===== src/rtl/pem_pkg.sv =====
`default_nettype none
package pem_pkg;
	// ------------------------------------------------------------------
	// operating modes (i_mode encoding)
	// ------------------------------------------------------------------
	localparam logic [2:0] MODE_SPEC_SINGLE  = 3'h0;
	localparam logic [2:0] MODE_SPEC_NARROW  = 3'h1;
	localparam logic [2:0] MODE_PERIPHERAL   = 3'h2;
	localparam logic [2:0] MODE_SPEC_WIDE    = 3'h3;
	localparam logic [2:0] MODE_NORM_SINGLE  = 3'h4;
	localparam logic [2:0] MODE_NORM_NARROW  = 3'h5;
	localparam logic [2:0] MODE_NORM_WIDE    = 3'h7;

	// ------------------------------------------------------------------
	// register byte offsets
	// ------------------------------------------------------------------
	localparam logic [3:0] OFS_ASSIGN = 4'h0;
	localparam logic [3:0] OFS_PULLUP = 4'h4;
	localparam logic [3:0] OFS_DRIVE  = 4'h8;

	// ------------------------------------------------------------------
	// port_e_function_assign fields
	// ------------------------------------------------------------------
	localparam int B_NO_DATA_BUS_EN    = 7;
	localparam int B_CLKGEN_TEST_EN    = 6;
	localparam int B_QUEUE_STATUS_OUT  = 5;
	localparam int B_NO_EXT_ECLK       = 4;
	localparam int B_LOW_STROBE_EN     = 3;
	localparam int B_RW_PIN_EN         = 2;
	localparam int B_CAL_REF_EN        = 1;
	localparam int B_PE7_INV_ECLK_SEL  = 0;

	// ------------------------------------------------------------------
	// pull-up and reduced-drive fields (same layout in both)
	// ------------------------------------------------------------------
	localparam int B_PORTA = 0;
	localparam int B_PORTB = 1;
	localparam int B_PORTE = 2;
	localparam int B_PORTG = 3;
	localparam int B_PORTH = 4;
	localparam logic [7:0] PORT_FIELDS_MASK = 8'h1F;

	// ------------------------------------------------------------------
	// reset values
	// ------------------------------------------------------------------
	localparam logic [7:0] RST_ASSIGN_NORM_EXP    = 8'h00;
	localparam logic [7:0] RST_ASSIGN_SPEC        = 8'h2C;
	localparam logic [7:0] RST_ASSIGN_PERIPH      = 8'hD0;
	localparam logic [7:0] RST_ASSIGN_NORM_SINGLE = 8'h90;
	localparam logic [7:0] RST_PULLUP             = 8'h00;
	localparam logic [7:0] RST_DRIVE              = 8'h00;

	// pull-ups exist on pins 7 and 3..0 of port e only
	localparam logic [7:0] PE_PULL_PINS = 8'h8F;
	// pins 1..0 of port e are inputs only
	localparam logic [7:0] PE_OUT_CAPABLE = 8'hFC;

	// ------------------------------------------------------------------
	// control state
	// ------------------------------------------------------------------
	typedef enum logic [1:0] {
		ST_INIT = 2'b01,
		ST_RUN  = 2'b10
	} pem_state_t;
endpackage : pem_pkg
`default_nettype wire


===== src/rtl/pem_port_e_mux.sv =====
// Summary of operation
// - queue status on pins 6:5 in expanded modes
// - normal write once, special ignores first write
// - eclk disable writable only in single-chip modes
// - pin 4 is E clock unless disabled or, in single-chip modes, stretched
// - E pin input in peripheral, else output
// - low strobe output in expanded modes except normal narrow
// - narrow normal mode keeps strobe pin driven high for the cycle after the init cycle
// - strobe pin zero at E fall tags in special expanded modes
// - read/write pin output in expanded modes only; peripheral loads the enable clear and cannot write it
// - calibration enable anytime, drives pin 7 unless it is data enable or inverted E
// - pin 7 data enable or inverted E
// - inverted-E select ignored in single/peripheral
// - inverted E is exact inverse of E
// - port e pull-ups only on pins that are inputs
// - port e pull-ups on pins 7, 3:0
// - port A/B pull-ups off on bus
// - port G/H pull devices follow enable
// - reduced drive per port, all outputs
// - pull and drive registers absent in peripheral
// - alternate function overrides pin direction
`default_nettype none
module pem_port_e_mux (
	input  wire logic        i_clk,
	input  wire logic        i_reset,
	input  wire logic [2:0]  i_mode,
	input  wire logic [3:0]  i_avs_address,
	input  wire logic        i_avs_read,
	input  wire logic        i_avs_write,
	input  wire logic [31:0] i_avs_writedata,
	input  wire logic [3:0]  i_avs_byteenable,
	output logic      [31:0] o_avs_readdata,
	output logic             o_avs_waitrequest,
	input  wire logic        i_eclk,
	input  wire logic        i_eclk_stretch,
	input  wire logic [1:0]  i_queue_status,
	input  wire logic        i_low_byte_strobe,
	input  wire logic        i_rw,
	input  wire logic        i_data_bus_enable_n,
	input  wire logic        i_cal_ref,
	input  wire logic        i_clkgen_test,
	input  wire logic        i_tag_enable,
	input  wire logic [7:0]  i_porte_direction,
	input  wire logic [7:0]  i_porte_gpio_out,
	input  wire logic [7:0]  i_pe_in,
	output logic      [7:0]  o_pe_out,
	output logic      [7:0]  o_pe_oe,
	output logic      [7:0]  o_porte_gpio_in,
	output logic             o_eclk_in,
	output logic             o_tag_low_byte,
	output logic             o_porta_pullup_en,
	output logic             o_portb_pullup_en,
	output logic      [7:0]  o_porte_pullup_en,
	output logic             o_portg_pull_en,
	output logic             o_porth_pull_en,
	output logic      [4:0]  o_port_low_drive
);
	import pem_pkg::*;

	// ------------------------------------------------------------------
	// mode decoding
	// ------------------------------------------------------------------
	function automatic logic f_single(input logic [2:0] m);
		f_single = (m == MODE_NORM_SINGLE) || (m == MODE_SPEC_SINGLE);
	endfunction : f_single

	function automatic logic f_special(input logic [2:0] m);
		f_special = !m[2];
	endfunction : f_special

	function automatic logic f_periph(input logic [2:0] m);
		f_periph = (m == MODE_PERIPHERAL);
	endfunction : f_periph

	wire logic m_single   = f_single(i_mode);
	wire logic m_special  = f_special(i_mode);
	wire logic m_periph   = f_periph(i_mode);
	wire logic m_expanded = !m_single && !m_periph;
	wire logic m_nnarrow  = (i_mode == MODE_NORM_NARROW);

	// ------------------------------------------------------------------
	// state and registers
	// ------------------------------------------------------------------
	pem_state_t st_q;
	logic [7:0] assign_q;
	logic [7:0] pullup_q;
	logic [7:0] drive_q;
	logic       assign_seen_q;
	logic       no_ext_eclk_seen_q;
	logic       drive_seen_q;
	logic       wait_q;
	logic       eclk_prev_q;

	wire logic [7:0] rst_assign = m_periph ? RST_ASSIGN_PERIPH :
		(i_mode == MODE_NORM_SINGLE) ? RST_ASSIGN_NORM_SINGLE :
		m_special ? RST_ASSIGN_SPEC : RST_ASSIGN_NORM_EXP;

	// ------------------------------------------------------------------
	// avalon slave: waitrequest high until one cycle after a request
	// ------------------------------------------------------------------
	wire logic req      = (i_avs_read || i_avs_write) && (st_q == ST_RUN);
	wire logic acc      = req && !wait_q;
	wire logic hit_asg  = (i_avs_address == OFS_ASSIGN) && !m_periph;
	wire logic hit_pull = (i_avs_address == OFS_PULLUP) && !m_periph;
	wire logic hit_drv  = (i_avs_address == OFS_DRIVE) && !m_periph;
	wire logic wr_lane  = acc && i_avs_write && i_avs_byteenable[0];
	wire logic wr_asg   = wr_lane && hit_asg;
	wire logic wr_pull  = wr_lane && hit_pull;
	wire logic wr_drv   = wr_lane && hit_drv;

	wire logic [7:0] rd_byte = hit_asg ? assign_q :
		hit_pull ? pullup_q :
		hit_drv ? drive_q : 8'h00;

	// normal: first write only; special: every write but the first
	wire logic once_ok  = m_special ? assign_seen_q : !assign_seen_q;
	wire logic drive_ok = m_special ? drive_seen_q : !drive_seen_q;
	wire logic no_ext_eclk_ok = (i_mode == MODE_SPEC_SINGLE) ||
		((i_mode == MODE_NORM_SINGLE) && !no_ext_eclk_seen_q);

	wire logic [7:0] asg_mask = {once_ok, m_special && assign_seen_q, once_ok, no_ext_eclk_ok,
		once_ok, once_ok, 1'b1, once_ok};
	wire logic [7:0] asg_next = (assign_q & ~asg_mask) | (i_avs_writedata[7:0] & asg_mask);

	always_ff @(posedge i_clk or posedge i_reset) begin
		if (i_reset) begin
			st_q <= ST_INIT;
		end else begin
			st_q <= ST_RUN;
		end
	end

	always_ff @(posedge i_clk or posedge i_reset) begin
		if (i_reset) begin
			wait_q         <= 1'b1;
			o_avs_readdata <= 32'h0000_0000;
		end else begin
			wait_q <= !(req && wait_q);
			if (req && wait_q) begin
				o_avs_readdata <= {24'h00_0000, rd_byte};
			end
		end
	end

	// reset values depend on the mode, so they load in the init cycle
	always_ff @(posedge i_clk or posedge i_reset) begin
		if (i_reset) begin
			assign_q      <= 8'h00;
			assign_seen_q <= 1'b0;
			no_ext_eclk_seen_q  <= 1'b0;
		end else if (st_q == ST_INIT) begin
			assign_q <= rst_assign;
		end else if (wr_asg) begin
			assign_q      <= asg_next;
			assign_seen_q <= 1'b1;
			no_ext_eclk_seen_q  <= no_ext_eclk_seen_q || (i_mode == MODE_NORM_SINGLE);
		end
	end

	always_ff @(posedge i_clk or posedge i_reset) begin
		if (i_reset) begin
			pullup_q     <= RST_PULLUP;
			drive_q      <= RST_DRIVE;
			drive_seen_q <= 1'b0;
		end else begin
			if (wr_pull) begin
				pullup_q <= i_avs_writedata[7:0] & PORT_FIELDS_MASK;
			end
			if (wr_drv) begin
				drive_seen_q <= 1'b1;
				if (drive_ok) begin
					drive_q <= i_avs_writedata[7:0] & PORT_FIELDS_MASK;
				end
			end
		end
	end

	// ------------------------------------------------------------------
	// effective pin functions
	// ------------------------------------------------------------------
	wire logic a_no_data_bus_en  = assign_q[B_NO_DATA_BUS_EN];
	wire logic a_cgm   = assign_q[B_CLKGEN_TEST_EN];
	wire logic a_pipe  = assign_q[B_QUEUE_STATUS_OUT];
	wire logic a_no_ext_eclk = assign_q[B_NO_EXT_ECLK];
	wire logic a_lstr  = assign_q[B_LOW_STROBE_EN];
	wire logic a_rw_pin_en  = assign_q[B_RW_PIN_EN];
	wire logic a_cal   = assign_q[B_CAL_REF_EN];
	wire logic a_inve  = assign_q[B_PE7_INV_ECLK_SEL];

	wire logic f7_bus  = m_expanded && !a_no_data_bus_en;
	wire logic f7_cal  = !f7_bus && a_cal;
	wire logic f7_val  = a_inve ? !i_eclk : i_data_bus_enable_n;
	wire logic f6_pipe = a_pipe && m_expanded;
	wire logic f6_test = !f6_pipe && a_cgm && m_special && !m_single;
	wire logic f5_pipe = f6_pipe;
	wire logic f4_eclk = !a_no_ext_eclk && !m_periph && !(m_single && i_eclk_stretch);
	// E is an input in peripheral mode whatever the disable bit holds
	wire logic f4_in   = m_periph;
	wire logic f3_lstr = a_lstr && m_expanded && !m_nnarrow;
	wire logic f2_rw   = a_rw_pin_en && !m_single;

	// alternate functions take the pin away from the direction register
	wire logic [7:0] alt_sel = {f7_bus || f7_cal, f6_pipe || f6_test, f5_pipe,
		f4_eclk || f4_in, f3_lstr, f2_rw, 2'b00};
	wire logic [7:0] alt_val = {f7_bus ? f7_val : i_cal_ref,
		f6_pipe ? i_queue_status[1] : i_clkgen_test, i_queue_status[0],
		i_eclk, i_low_byte_strobe, i_rw, 2'b00};
	wire logic [7:0] alt_oe  = {alt_sel[7:5], f4_eclk, alt_sel[3:2], 2'b00};

	wire logic       hold_strobe = (st_q == ST_INIT) && m_nnarrow;
	wire logic [7:0] gp_oe   = i_porte_direction & PE_OUT_CAPABLE;
	wire logic [7:0] pe_oe_d = ((alt_sel & alt_oe) | (~alt_sel & gp_oe)) |
		{4'h0, hold_strobe, 3'h0};
	wire logic [7:0] pe_out_d = ((alt_sel & alt_val) | (~alt_sel & i_porte_gpio_out)) |
		{4'h0, hold_strobe, 3'h0};

	// eclk_prev_q resets low, so no false falling edge follows reset
	wire logic tag_d = m_special && m_expanded && a_lstr && i_tag_enable &&
		eclk_prev_q && !i_eclk && !i_pe_in[3];

	// ------------------------------------------------------------------
	// pull and drive controls
	// ------------------------------------------------------------------
	wire logic [7:0] pe_pull_d = {8{pullup_q[B_PORTE]}} & PE_PULL_PINS & ~pe_oe_d;
	wire logic       pa_pull_d = pullup_q[B_PORTA] && !m_expanded && !m_periph;
	wire logic       pb_pull_d = pullup_q[B_PORTB] && !m_expanded && !m_periph;

	// ------------------------------------------------------------------
	// registered outputs
	// ------------------------------------------------------------------
	always_ff @(posedge i_clk or posedge i_reset) begin
		if (i_reset) begin
			o_pe_out <= 8'h08;
			o_pe_oe  <= 8'h08;
		end else begin
			o_pe_out <= pe_out_d;
			o_pe_oe  <= pe_oe_d;
		end
	end

	always_ff @(posedge i_clk or posedge i_reset) begin
		if (i_reset) begin
			o_porte_gpio_in <= 8'h00;
			o_eclk_in       <= 1'b0;
			o_tag_low_byte  <= 1'b0;
			eclk_prev_q     <= 1'b0;
		end else begin
			o_porte_gpio_in <= i_pe_in;
			o_eclk_in       <= f4_in && i_pe_in[4];
			o_tag_low_byte  <= tag_d;
			eclk_prev_q     <= i_eclk;
		end
	end

	always_ff @(posedge i_clk or posedge i_reset) begin
		if (i_reset) begin
			o_porta_pullup_en <= 1'b0;
			o_portb_pullup_en <= 1'b0;
			o_porte_pullup_en <= 8'h00;
			o_portg_pull_en   <= 1'b0;
			o_porth_pull_en   <= 1'b0;
			o_port_low_drive  <= 5'h00;
		end else begin
			o_porta_pullup_en <= pa_pull_d;
			o_portb_pullup_en <= pb_pull_d;
			o_porte_pullup_en <= pe_pull_d;
			o_portg_pull_en   <= pullup_q[B_PORTG];
			o_porth_pull_en   <= pullup_q[B_PORTH];
			o_port_low_drive  <= drive_q[4:0];
		end
	end

	assign o_avs_waitrequest = wait_q;
endmodule : pem_port_e_mux
`default_nettype wire


===== config.mk =====
export PLATFORM = sky130hd
export DESIGN_NAME = pem_port_e_mux
export DESIGN_NICKNAME = d
export VERILOG_FILES = /design/src/rtl/pem_pkg.sv /design/src/rtl/pem_port_e_mux.sv
export SDC_FILE = /design/constraint.sdc
export NUM_CORES = 1
export LEC_CHECK = 0
export ABC_AREA = 1
export BUFFER_PORTS_ARGS = -buffer_cell sky130_fd_sc_hd__buf_4
export CAP_MARGIN = 20
export CORE_MARGIN = 4
export CORE_UTILIZATION = 47
export CTS_BUF_LIST = sky130_fd_sc_hd__clkbuf_8
export DETAILED_ROUTE_END_ITERATION = 12
export MAX_ROUTING_LAYER = met4
export PLACE_DENSITY = 0.81
export REMOVE_ABC_BUFFERS = 1
export SYNTH_ARGS = -nofsm -noshare
export SYNTH_HDL_FRONTEND = slang
export SYNTH_SLANG_ARGS = --single-unit

===== constraint.sdc =====
create_clock -name i_clk -period 3.2 [get_ports i_clk]
set_clock_uncertainty 0.2 [all_clocks]
set_input_delay 0.64 -clock i_clk [delete_from_list [all_inputs] [get_ports i_clk]]
set_output_delay 0.64 -clock i_clk [all_outputs]
set_load 0.005 [all_outputs]

==> impl_results.md, run 1 <==
- Vias per cell: 4.787
- Gate Count Post-Synth: 348
- Crit share post-route: 0.5826
- Synth warn: 0
- Reg2Reg Capture Point: o_porte_pullup_en[3]
- Site row count: 29
- Global-route wire length before repair: 11,920 um
- Number of global-route vias before repair: 2,432
- Total wire length: 7308 um
- Layout cells sized above 1: 0.3195
- Data arrival, critical path: 1.91 ns
- Sequential area share after synthesis: 0.5536
- Post-Synthesis Cell Area: 3173 sq um
- Worst-case reg-to-reg path depth: 4
- Num CTS Buffers: 9
- Finished Layout Cells: 534
- First-iteration detailed-routing DRC count: 229
- Core Box Area: 6459 sq um
- Run status: finished, final reports clean
- Largest net degree at the start of global routing: 44
- Sink Count: 70
- # diodes: 0
- Crit. Startpoint: st_q[0]
- Routed Antenna Nets: 0
- Initial Util: 0.4913
- Dpl cells: 518
- R2r startpoint: st_q[0]
- Clk_lat worst skew: 0.35 ns
- All-Layer GR Usage: 0.1907
- Leak: 2.266 nW
- Die Span Y: 90.17 um
- Minimum clock period: 1.864 ns
- Max Buffers Root-to-Sink: 2
- Crit path capture type: register
- Die area: 8130 sq um
- Setup TNS: 0 ns
- Synth Area per Inst: 9.118 sq um
- Worst R2R Setup Slack: 1.34 ns
- Detailed Routing Iterations Pass 1: 4
- Max-cap violation count: 0
- Gp weighted congestion: 0.8361
- Initial antenna violation count: 0
- TritonCTS clock tree: done
- Fmax: 0.5364 GHz
- Slew Limit Fails: 0
- Final net count: 534
- Crit path kind: register to register
- Grt total ovfl: 0
- Via count: 2,556
- CTS resizes: 0
- Worst min path class: input pin to async pin
- Commonest non-fill, non-tap cell in the layout: buf_4
- Hold Vio Cnt, Final: 0
- Worst-path clk slew: 0.08 ns
- RSZ-0062 raised after global routing: no
- Slew margin rel.: 0.5740
- Post-DP HPWL: 5496 um
- Setup violations, final: 0
- Root cell of the clock tree: clkbuf_8
- Area grow syn2layout: 29.10%
- Yosys reg bits: 70
- CP max FO: 20
- Critical Path Start Type: register
- DRC viols: 0
- Power per cell area: 484.0 nW/um^2
- Top-level port count: 157
- Die span in x: 90.17 um
- Post-CTS Setup Inserts: 0
- Least-Margin Pin Slew: 0.6374 ns
- VDD IR-drop max: 255.6 uV
- Netlist cell types: 32
- # port buffers: 98
- H-tree levels: 3
- Commonest cells after routing, fill and taps aside: buf_4, nand2_1, dfrtp_1
- CP required: 3.24 ns
- Hold Buf Count CTS: 0
- Routed len/inst: 13.69 um
critical path: stages, from the launching register on:
cell and delay [ns]:
dfstp_2 0.53, nand2_1 0.38, or2_2 0.46, nand3_1 0.13, nor2_1 0.06
flip-flops by register name, indices dropped and copies added, names as in the netlist, named ones only:
name / cells
o_porth_pull_en: 1
o_tag_low_byte: 1
o_pe_out: 8
o_porte_pullup_en: 4
o_pe_oe: 6
o_porta_pullup_en: 1
st_q: 2
no_ext_eclk_seen_q: 1
o_port_low_drive: 5
o_porte_gpio_in: 8
o_portg_pull_en: 1
o_eclk_in: 1
pullup_q: 5
drive_q: 5
o_portb_pullup_en: 1
eclk_prev_q: 1
drive_seen_q: 1
o_avs_waitrequest: 1
assign_q: 2
o_avs_readdata: 8
assign_seen_q: 1
synthesized netlist by cell type:
library cell  count  area [sq um]
mux2_2            1         11.26
xor2_1            1         8.760
dfrtp_1          66          1652
nand2_2           8         50.05
buf_2             2         10.01
nand2_4           1         11.26
inv_1            41         153.9
buf_4            31         232.7
or2_1             2         12.51
ha_1              1         12.51
conb_1            2         7.510
dfstp_2           4         105.1
inv_2             4         15.01
or2_2             3         18.77
buf_8             1         15.01
nand2_1          79         296.5
nand3_1          53         265.3
nand3_4           2         35.03
a21o_1            1         7.510
a21oi_1           2         10.01
nor2_1           15         56.30
nor2_4            3         33.78
nand3_2           2         20.02
o21ai_1          10         50.05
nand3b_1          1         7.510
o21ai_0           3         15.01
o21bai_1          1         7.510
buf_6             1         11.26
o211ai_1          1         7.510
nor2_2            2         12.51
nand4_1           1         6.260
nor3_1            3         15.01
report_power, final:
part,internal [W],total [W],leakage [nW],switching [W]
sequential,0.000924,0.000940,0.899,0.0000169
clock,0.000465,0.000813,0.113,0.000348
combinational,0.000106,0.000229,1.25,0.000123
through the flow:
step | instance area, sq um | total power, W | hold WS (ns) | worst slack, ns | util
2_1_floorplan | 3013 | 0.001059 | 0.1747 | 0.5984 | -
3_3_place_gp | 3865 | 0.001179 | 0.1882 | 1.100 | 0.5984
3_5_place_dp | 3865 | 0.001186 | 0.1941 | 1.070 | 0.5984
4_1_cts | 4096 | 0.001995 | 0.1719 | 1.365 | 0.6343
5_1_grt | 4096 | 0.002070 | 0.1636 | 1.259 | 0.6343
6_report | 4096 | 0.001983 | 0.1587 | 1.336 | 0.6343
cells by family (layout without fill, tap and decap cells):
family / count (synthesis) / after routing / share of synthesized area
simple gates: 175 / 175 / 0.2650
buf+inv: 80 / 160 / 0.1380
flops: 70 / 70 / 0.5536
compound gates: 18 / 18 / 0.03076
other cells: 2 / 31 / 0.002367
fa+ha+maj: 1 / 1 / 0.003943
xor+xnor: 1 / 1 / 0.002761
mux: 1 / 1 / 0.003549
worst max path at each step:
stage | end | depth (start not counted)
5_1_grt | register | 6
2_1_floorplan | async pin | 1
6_report | o_porte_pullup_en[3] | 4
3_5_place_dp | register | 8
4_1_cts | o_avs_waitrequest | 1
3_3_place_gp | register | 8
cell type report:
class / count / area, sq um
clock inverters: 6 / 93.84
clock buffers: 10 / 137.6
multi-input cells: 227 / 1087
fillers: 495 / 2362
flip-flops and latches: 70 / 1757
inverters: 45 / 168.9
well taps: 77 / 96.34
repair buffers: 99 / 755.7
layer usage:
metal	track usage	vias up	wire length, um
met1	0.2388	1170	3009
li1	-	1245	-
met2	0.2900	131	3516
met4	0.06250	0	122
met3	0.06761	10	660
met5	-	-	0
Note: power is estimated with default switching activity, not from simulation.
==> run 2, diff against run 1 <==
--- a/config.mk
+++ b/config.mk
@@ -9,11 +9,11 @@
 export BUFFER_PORTS_ARGS = -buffer_cell sky130_fd_sc_hd__buf_4
 export CAP_MARGIN = 20
 export CORE_MARGIN = 4
-export CORE_UTILIZATION = 47
+export CORE_UTILIZATION = 43
 export CTS_BUF_LIST = sky130_fd_sc_hd__clkbuf_8
 export DETAILED_ROUTE_END_ITERATION = 12
 export MAX_ROUTING_LAYER = met4
-export PLACE_DENSITY = 0.81
+export PLACE_DENSITY = 0.78
 export REMOVE_ABC_BUFFERS = 1
 export SYNTH_ARGS = -nofsm -noshare
 export SYNTH_HDL_FRONTEND = slang
==> constraint.sdc (replaced) <==
create_clock -name i_clk -period 1.6 [get_ports i_clk]
set_clock_uncertainty 0.2 [all_clocks]
set_input_delay 0.32 -clock i_clk [delete_from_list [all_inputs] [get_ports i_clk]]
set_output_delay 0.32 -clock i_clk [all_outputs]
set_load 0.005 [all_outputs]
==> impl_results.md, run 2 (synthesis results as in run 1) <==
- Run status: finished, final reports clean
- Hold path start: i_tag_enable
- Routed Antenna Nets: 0 (unchanged)
- Root cell of the clock tree: clkbuf_8
- Number of global-route vias before repair: 2,729 (+12%)
- Final total power: 0.003934 W (+98%)
- Fin Hold WS: 0.02282 ns (-0.1358 ns)
- Die area: 8817 sq um (+8.5%)
- Global-route wire length before repair: 12,740 um (+6.9%)
- Setup ws final: 0.05804 ns (-1.278 ns)
- CP max FO: 10 (-50%)
- Post-DP HPWL: 5690 um (+3.5%)
- Gp weighted congestion: 0.8676 (+3.8%)
- Hold EP: o_tag_low_byte
- Initial antenna violation count: 0 (unchanged)
- Largest net degree at the start of global routing: 71 (+61%)
- Crit share post-route: 0.9637 (+0.3811)
- CP required: 1.63 ns (-1.61 ns)
- Clk_lat worst skew: 0.35 ns (about the same)
- Reg2Reg Capture Point: drive_q[2]
- Area grow syn2layout: 42.86%
- GR peak layer: met2
- M3 GR Usage: 0.04087 (-0.02675)
- Top-level port count: 157 (unchanged)
- Via count: 2,719 (+6.4%)
- # diodes: 0 (unchanged)
- Final core utilization: 0.6283 (-0.005911)
- Commonest cells after routing, fill and taps aside: buf_4, nand2_1, dfrtp_1
- First-iteration detailed-routing DRC count: 90 (-61%)
- H-tree levels: 3 (unchanged)
- Worst-case reg-to-reg path depth: 7 (+3)
- CP Cell Sequence: nor2_2 -> nand2_2 -> nor2_4 -> buf_4 -> nand3_4 -> nand2_1 -> o21ai_1
- Crit path kind: register to register
- Met2 global-route usage: 0.3223 (+0.03231)
- RSZ-0062 raised after global routing: yes
- All-Layer GR Usage: 0.1932 (+0.002513)
- Minimum clock period: 1.542 ns (-0.3223 ns)
- VDD IR-drop max: 441.8 uV (+73%)
- R2r startpoint: st_q[0]
- Pre-CTS setup slack: -0.02728 ns (-1.097 ns)
- Worst min path class: input pin to register
- Critical Path Start Type: register
- Crit path capture type: register
- DRC viols: 0 (unchanged)
- Die Span Y: 93.90 um (+4.1%)
- Layout cells sized above 1: 0.3327 (+0.01319)
- # port buffers: 98 (unchanged)
- Core Box Area: 7214 sq um (+12%)
- Max Buffers Root-to-Sink: 2 (unchanged)
- Leak: 2.458 nW (+8.5%)
- Grt total ovfl: 0 (unchanged)
- Slew Limit Fails: 0 (unchanged)
- Fmax: 0.6485 GHz (+21%)
- Initial Util: 0.4398 (-0.05146)
- Placed Area: 4008 sq um (+3.7%)
- Final net count: 573 (+7.3%)
- Sink Count: 70 (unchanged)
- Total wire length: 7943 um (+8.7%)
- Slowest cell on the critical path: dfstp_2
- Worst-path clk slew: 0.07 ns (about the same)
- Top flop regs: o_avs_readdata: 8 flops, o_pe_out: 8 flops, o_porte_gpio_in: 8 flops
- Routed len/inst: 13.35 um (-2.5%)
- Vias per cell: 4.570 (-4.5%)
- Commonest non-fill, non-tap cell in the layout: buf_4
- Detailed Routing Iterations Pass 1: 4 (unchanged)
- Worst R2R Setup Slack: 0.06 ns (-1.28 ns)
- Fill cell total of the finished layout: 620 (+25%)
- Hold depth: 3
- Crit. Startpoint: st_q[0]
- Design area: 4533 sq um (+11%)
- Site row count: 31 (+6.9%)
- Max-cap violation count: 0 (unchanged)
- TritonCTS clock tree: done
- Die span in x: 93.90 um (+4.1%)
- Met1 Usage GRT: 0.2293 (-0.009593)
- Setup violations, final: 0 (unchanged)
- Worst path max stage delay: 0.37 ns (-0.16 ns)
- Data arrival, critical path: 1.57 ns (-0.34 ns)
- Power per cell area: 867.8 nW/um^2 (+79%)
- Hold Vio Cnt, Final: 0 (unchanged)
- Num CTS Buffers: 9 (unchanged)
==> run 2: layout make-up <==
class,instances,area [sq um],share of cell area
sequential,70,1757,0.3875
clock inverter,4,53.80,0.01187
tap,99,123.9,0.02733
timing repair buffer,138,1140,0.2514
inverter,45,168.9,0.03726
multi-input combinational,227,1125,0.2481
clock buffer,12,165.2,0.03643
==> run 2: worst max path at each step <==
| stage | end | slack [ns] | cells past startpoint |
|---|---|---|---|
| floorplan | async pin | -0.68 | 1 |
| global placement | register | 0.001 | 9 |
| detailed placement | drive_q[2] | -0.03 | 7 |
| CTS | o_pe_out[5] | 0.04 | 5 |
| global route | drive_q[1] | -0.03 | 7 |
| finish | drive_q[2] | 0.06 | 7 |
==> run 2: per-layer routing <==
layer,up-vias,routed length [um]
li1,1325,-
met1,1279,3287
met2,102,3965
met3,13,528
met4,0,161
met5,-,0
==> run 2: timing repair <==
| action | in CTS | in global routing |
|---|---|---|
| endpoints found under the setup margin | 0 | 17 |
| buffers inserted | 0 | 2 |
| gates resized for setup | 0 | 11 |
| hold buffers | 25 | 1 |
| hold endpoints to repair | 90 | 1 |
==> run 2: worst max-delay path, delay by kind of cell (launching register included) <==
kind                   cells  cell delay (ns)
AOI/OAI and AO/OA          1             0.07
and+or+nand+nor            5             0.63
buffers and inverters      1             0.15
DFF                        1             0.37
==> run 2: power breakdown <==
group	total [W]	leakage [nW]	internal, W	switching [W]
Sequential	0.00189	0.899	0.00185	0.0000370
Combinational	0.000541	1.45	0.000274	0.000267
Clock	0.00151	0.105	0.000850	0.000657
Total	0.00393	2.46	0.00297	0.000962
==> run 2: through the flow <==
step,instances,TNS [ns]
2_1_floorplan,342,-46.01
3_3_place_gp,552,0
3_5_place_dp,552,-0.03890
4_1_cts,593,0
5_1_grt,595,-0.1269
6_report,595,0
==> run 3, diff against run 2 <==
--- a/config.mk
+++ b/config.mk
@@ -9,12 +9,14 @@
 export BUFFER_PORTS_ARGS = -buffer_cell sky130_fd_sc_hd__buf_4
 export CAP_MARGIN = 20
 export CORE_MARGIN = 4
-export CORE_UTILIZATION = 43
+export CORE_UTILIZATION = 38
 export CTS_BUF_LIST = sky130_fd_sc_hd__clkbuf_8
 export DETAILED_ROUTE_END_ITERATION = 12
+export GPL_TIMING_DRIVEN = 0
 export MAX_ROUTING_LAYER = met4
-export PLACE_DENSITY = 0.78
+export PLACE_DENSITY = 0.7
 export REMOVE_ABC_BUFFERS = 1
+export SLEW_MARGIN = 20
 export SYNTH_ARGS = -nofsm -noshare
 export SYNTH_HDL_FRONTEND = slang
 export SYNTH_SLANG_ARGS = --single-unit
==> impl_results.md, run 3 (synthesis results as in run 1) <==
- Run status: finished, final reports clean
- Crit path kind: register to register
- Largest net degree at the start of global routing: 50 (-30%)
- Final total power: 0.004006 W (+1.8%)
- Leak: 2.391 nW (-2.7%)
- All-Layer GR Usage: 0.1640 (-0.02924)
- Routed len/inst: 13.03 um (-2.4%)
- # port buffers: 98 (unchanged)
- Core Box Area: 8175 sq um (+13%)
- Number of global-route vias before repair: 2,554 (-6.4%)
- Post-DP HPWL: 5548 um (-2.5%)
- Worst R2R Setup Slack: 0.03 ns (-0.03 ns)
- Initial Util: 0.3881 (-0.05170)
- Layout cells sized above 1: 0.3215 (-0.01116)
- Max-cap violation count: 0 (unchanged)
- Gp weighted congestion: 0.8672 (about the same)
- Final net count: 556 (-3.0%)
- Worst-path clk slew: 0.08 ns (about the same)
- CP max FO: 10 (unchanged)
- Setup violations, final: 0 (unchanged)
- Met1 WL: 3189 um (-3.0%)
- Top flop regs: o_avs_readdata: 8 flops, o_pe_out: 8 flops, o_porte_gpio_in: 8 flops
- Data arrival, critical path: 1.60 ns (+0.03 ns)
- Metal3 WL: 591 um (+12%)
- Via count: 2,600 (-4.4%)
- Die Span Y: 99.38 um (+5.8%)
- Routed Antenna Nets: 0 (unchanged)
- TritonCTS clock tree: done
- Max Buffers Root-to-Sink: 2 (unchanged)
- Site row count: 33 (+6.5%)
- Num CTS Buffers: 9 (unchanged)
- Critical Path Start Type: register
- Root cell of the clock tree: clkbuf_8
- DRC viols: 0 (unchanged)
- Total wire length: 7610 um (-4.2%)
- Setup ws final: 0.02679 ns (-0.03124 ns)
- Hold Vio Cnt, Final: 0 (unchanged)
- Minimum clock period: 1.573 ns (+0.03124 ns)
- Fmax: 0.6356 GHz (-2.0%)
- Power per cell area: 909.5 nW/um^2 (+4.8%)
- Initial antenna violation count: 0 (unchanged)
- Commonest non-fill, non-tap cell in the layout: buf_4
- First-iteration detailed-routing DRC count: 179 (+99%)
- Top sig layer: met4
- H-tree levels: 3 (unchanged)
- Die span in x: 99.38 um (+5.8%)
- RSZ-0062 raised after global routing: yes
- Vias per cell: 4.452 (-2.6%)
- Clk_lat worst skew: 0.34 ns (about the same)
- Area grow syn2layout: 38.80%
- Die area: 9876 sq um (+12%)
- Grt total ovfl: 0 (unchanged)
- Pre-CTS setup slack: -0.2569 ns (-0.2296 ns)
- Slew Limit Fails: 0 (unchanged)
- Worst min path class: input pin to register
- Sink Count: 70 (unchanged)
- Crit path capture type: register
- Commonest cells after routing, fill and taps aside: buf_4, nand2_1, dfrtp_1
- Met2 routed WL: 3671 um (-7.4%)
- Crit share post-route: 0.9833 (+0.01953)
- Detailed Routing Iterations Pass 1: 4 (unchanged)
- Global-route wire length before repair: 12,270 um (-3.7%)
- Top-level port count: 157 (unchanged)
- # diodes: 0 (unchanged)
- VDD IR-drop max: 393.3 uV (-11%)
- CP required: 1.62 ns (about the same)
## run 3: changes by cell type in the layout (fill, tap and decap cells not counted), sizes merged
cell / before / now
buf: 113 / 101
bufinv: 1 / 2
clkbuf: 12 / 11
clkinv: 1 / 2
clkinvlp: 2 / 1
dlygate4sd3: 25 / 20
## run 3: final cells by class
| cell class | instances | area (sq um) |
|---|---|---|
| Clock buffer | 11 | 151.4 |
| Clock inverter | 5 | 81.33 |
| Fill cell | 746 | 3771 |
| Inverter | 45 | 171.4 |
| Multi-Input combinational cell | 227 | 1130 |
| Sequential cell | 70 | 1757 |
| Tap cell | 105 | 131.4 |
| Timing Repair Buffer | 121 | 982.2 |
## run 3: final timing paths
kind	from	cells past startpoint	to
max	st_q[1]	7	drive_q[2]
min	i_porte_gpio_out[4]	3	o_pe_out[4]
max reg2reg	st_q[1]	7	drive_q[2]
min reg2reg	drive_q[1]	0	o_port_low_drive[1]
max in group asynchronous	i_reset	4	o_avs_waitrequest
min in group asynchronous	i_reset	3	o_port_low_drive[2]
## run 3: per-layer routing
layer  global-route usage  up-vias
li1                     -     1282
met1               0.2069     1187
met2               0.2557      114
met3              0.03647       17
met4              0.06828        0
met5                    -        -
## run 3: power by group
| group | switching (W) | internal [W] |
|---|---|---|
| Combinational | 0.000258 | 0.000251 |
| Sequential | 0.0000354 | 0.00185 |
| Clock | 0.000650 | 0.000963 |
## run 3: critical path, stage by stage (launching register included)
cell	delay [ns]
dfrtp_1	0.34
inv_2	0.06
nor2_4	0.12
nand2_4	0.07
nor2_4	0.24
nand3_2	0.25
nand2_1	0.11
o21ai_1	0.07
## run 3: metrics by stage
step	instances	hold WS (ns)	cell area (sq um)	TNS [ns]	util
4_1_cts	582	0.008769	4345	-0.07091	0.5315
3_5_place_dp	546	0.1058	3910	-3.789	0.4783
3_3_place_gp	545	0.1903	3880	-104.99	0.4746
5_1_grt	584	0.02140	4404	-0.6382	0.5387
2_1_floorplan	342	0.1514	3013	-46.01	-
6_report	584	0.02008	4404	0	0.5387
## run 3: timing repair
action / CTS / global route
hold endpoints to repair: 42 / 0
gates cloned: 0 / 0
endpoints found under the setup margin: 11 / 28
setup buffers: 0 / 2
resized for setup: 1 / 12
hold buffers: 20 / 0
pin swaps: 0 / 3
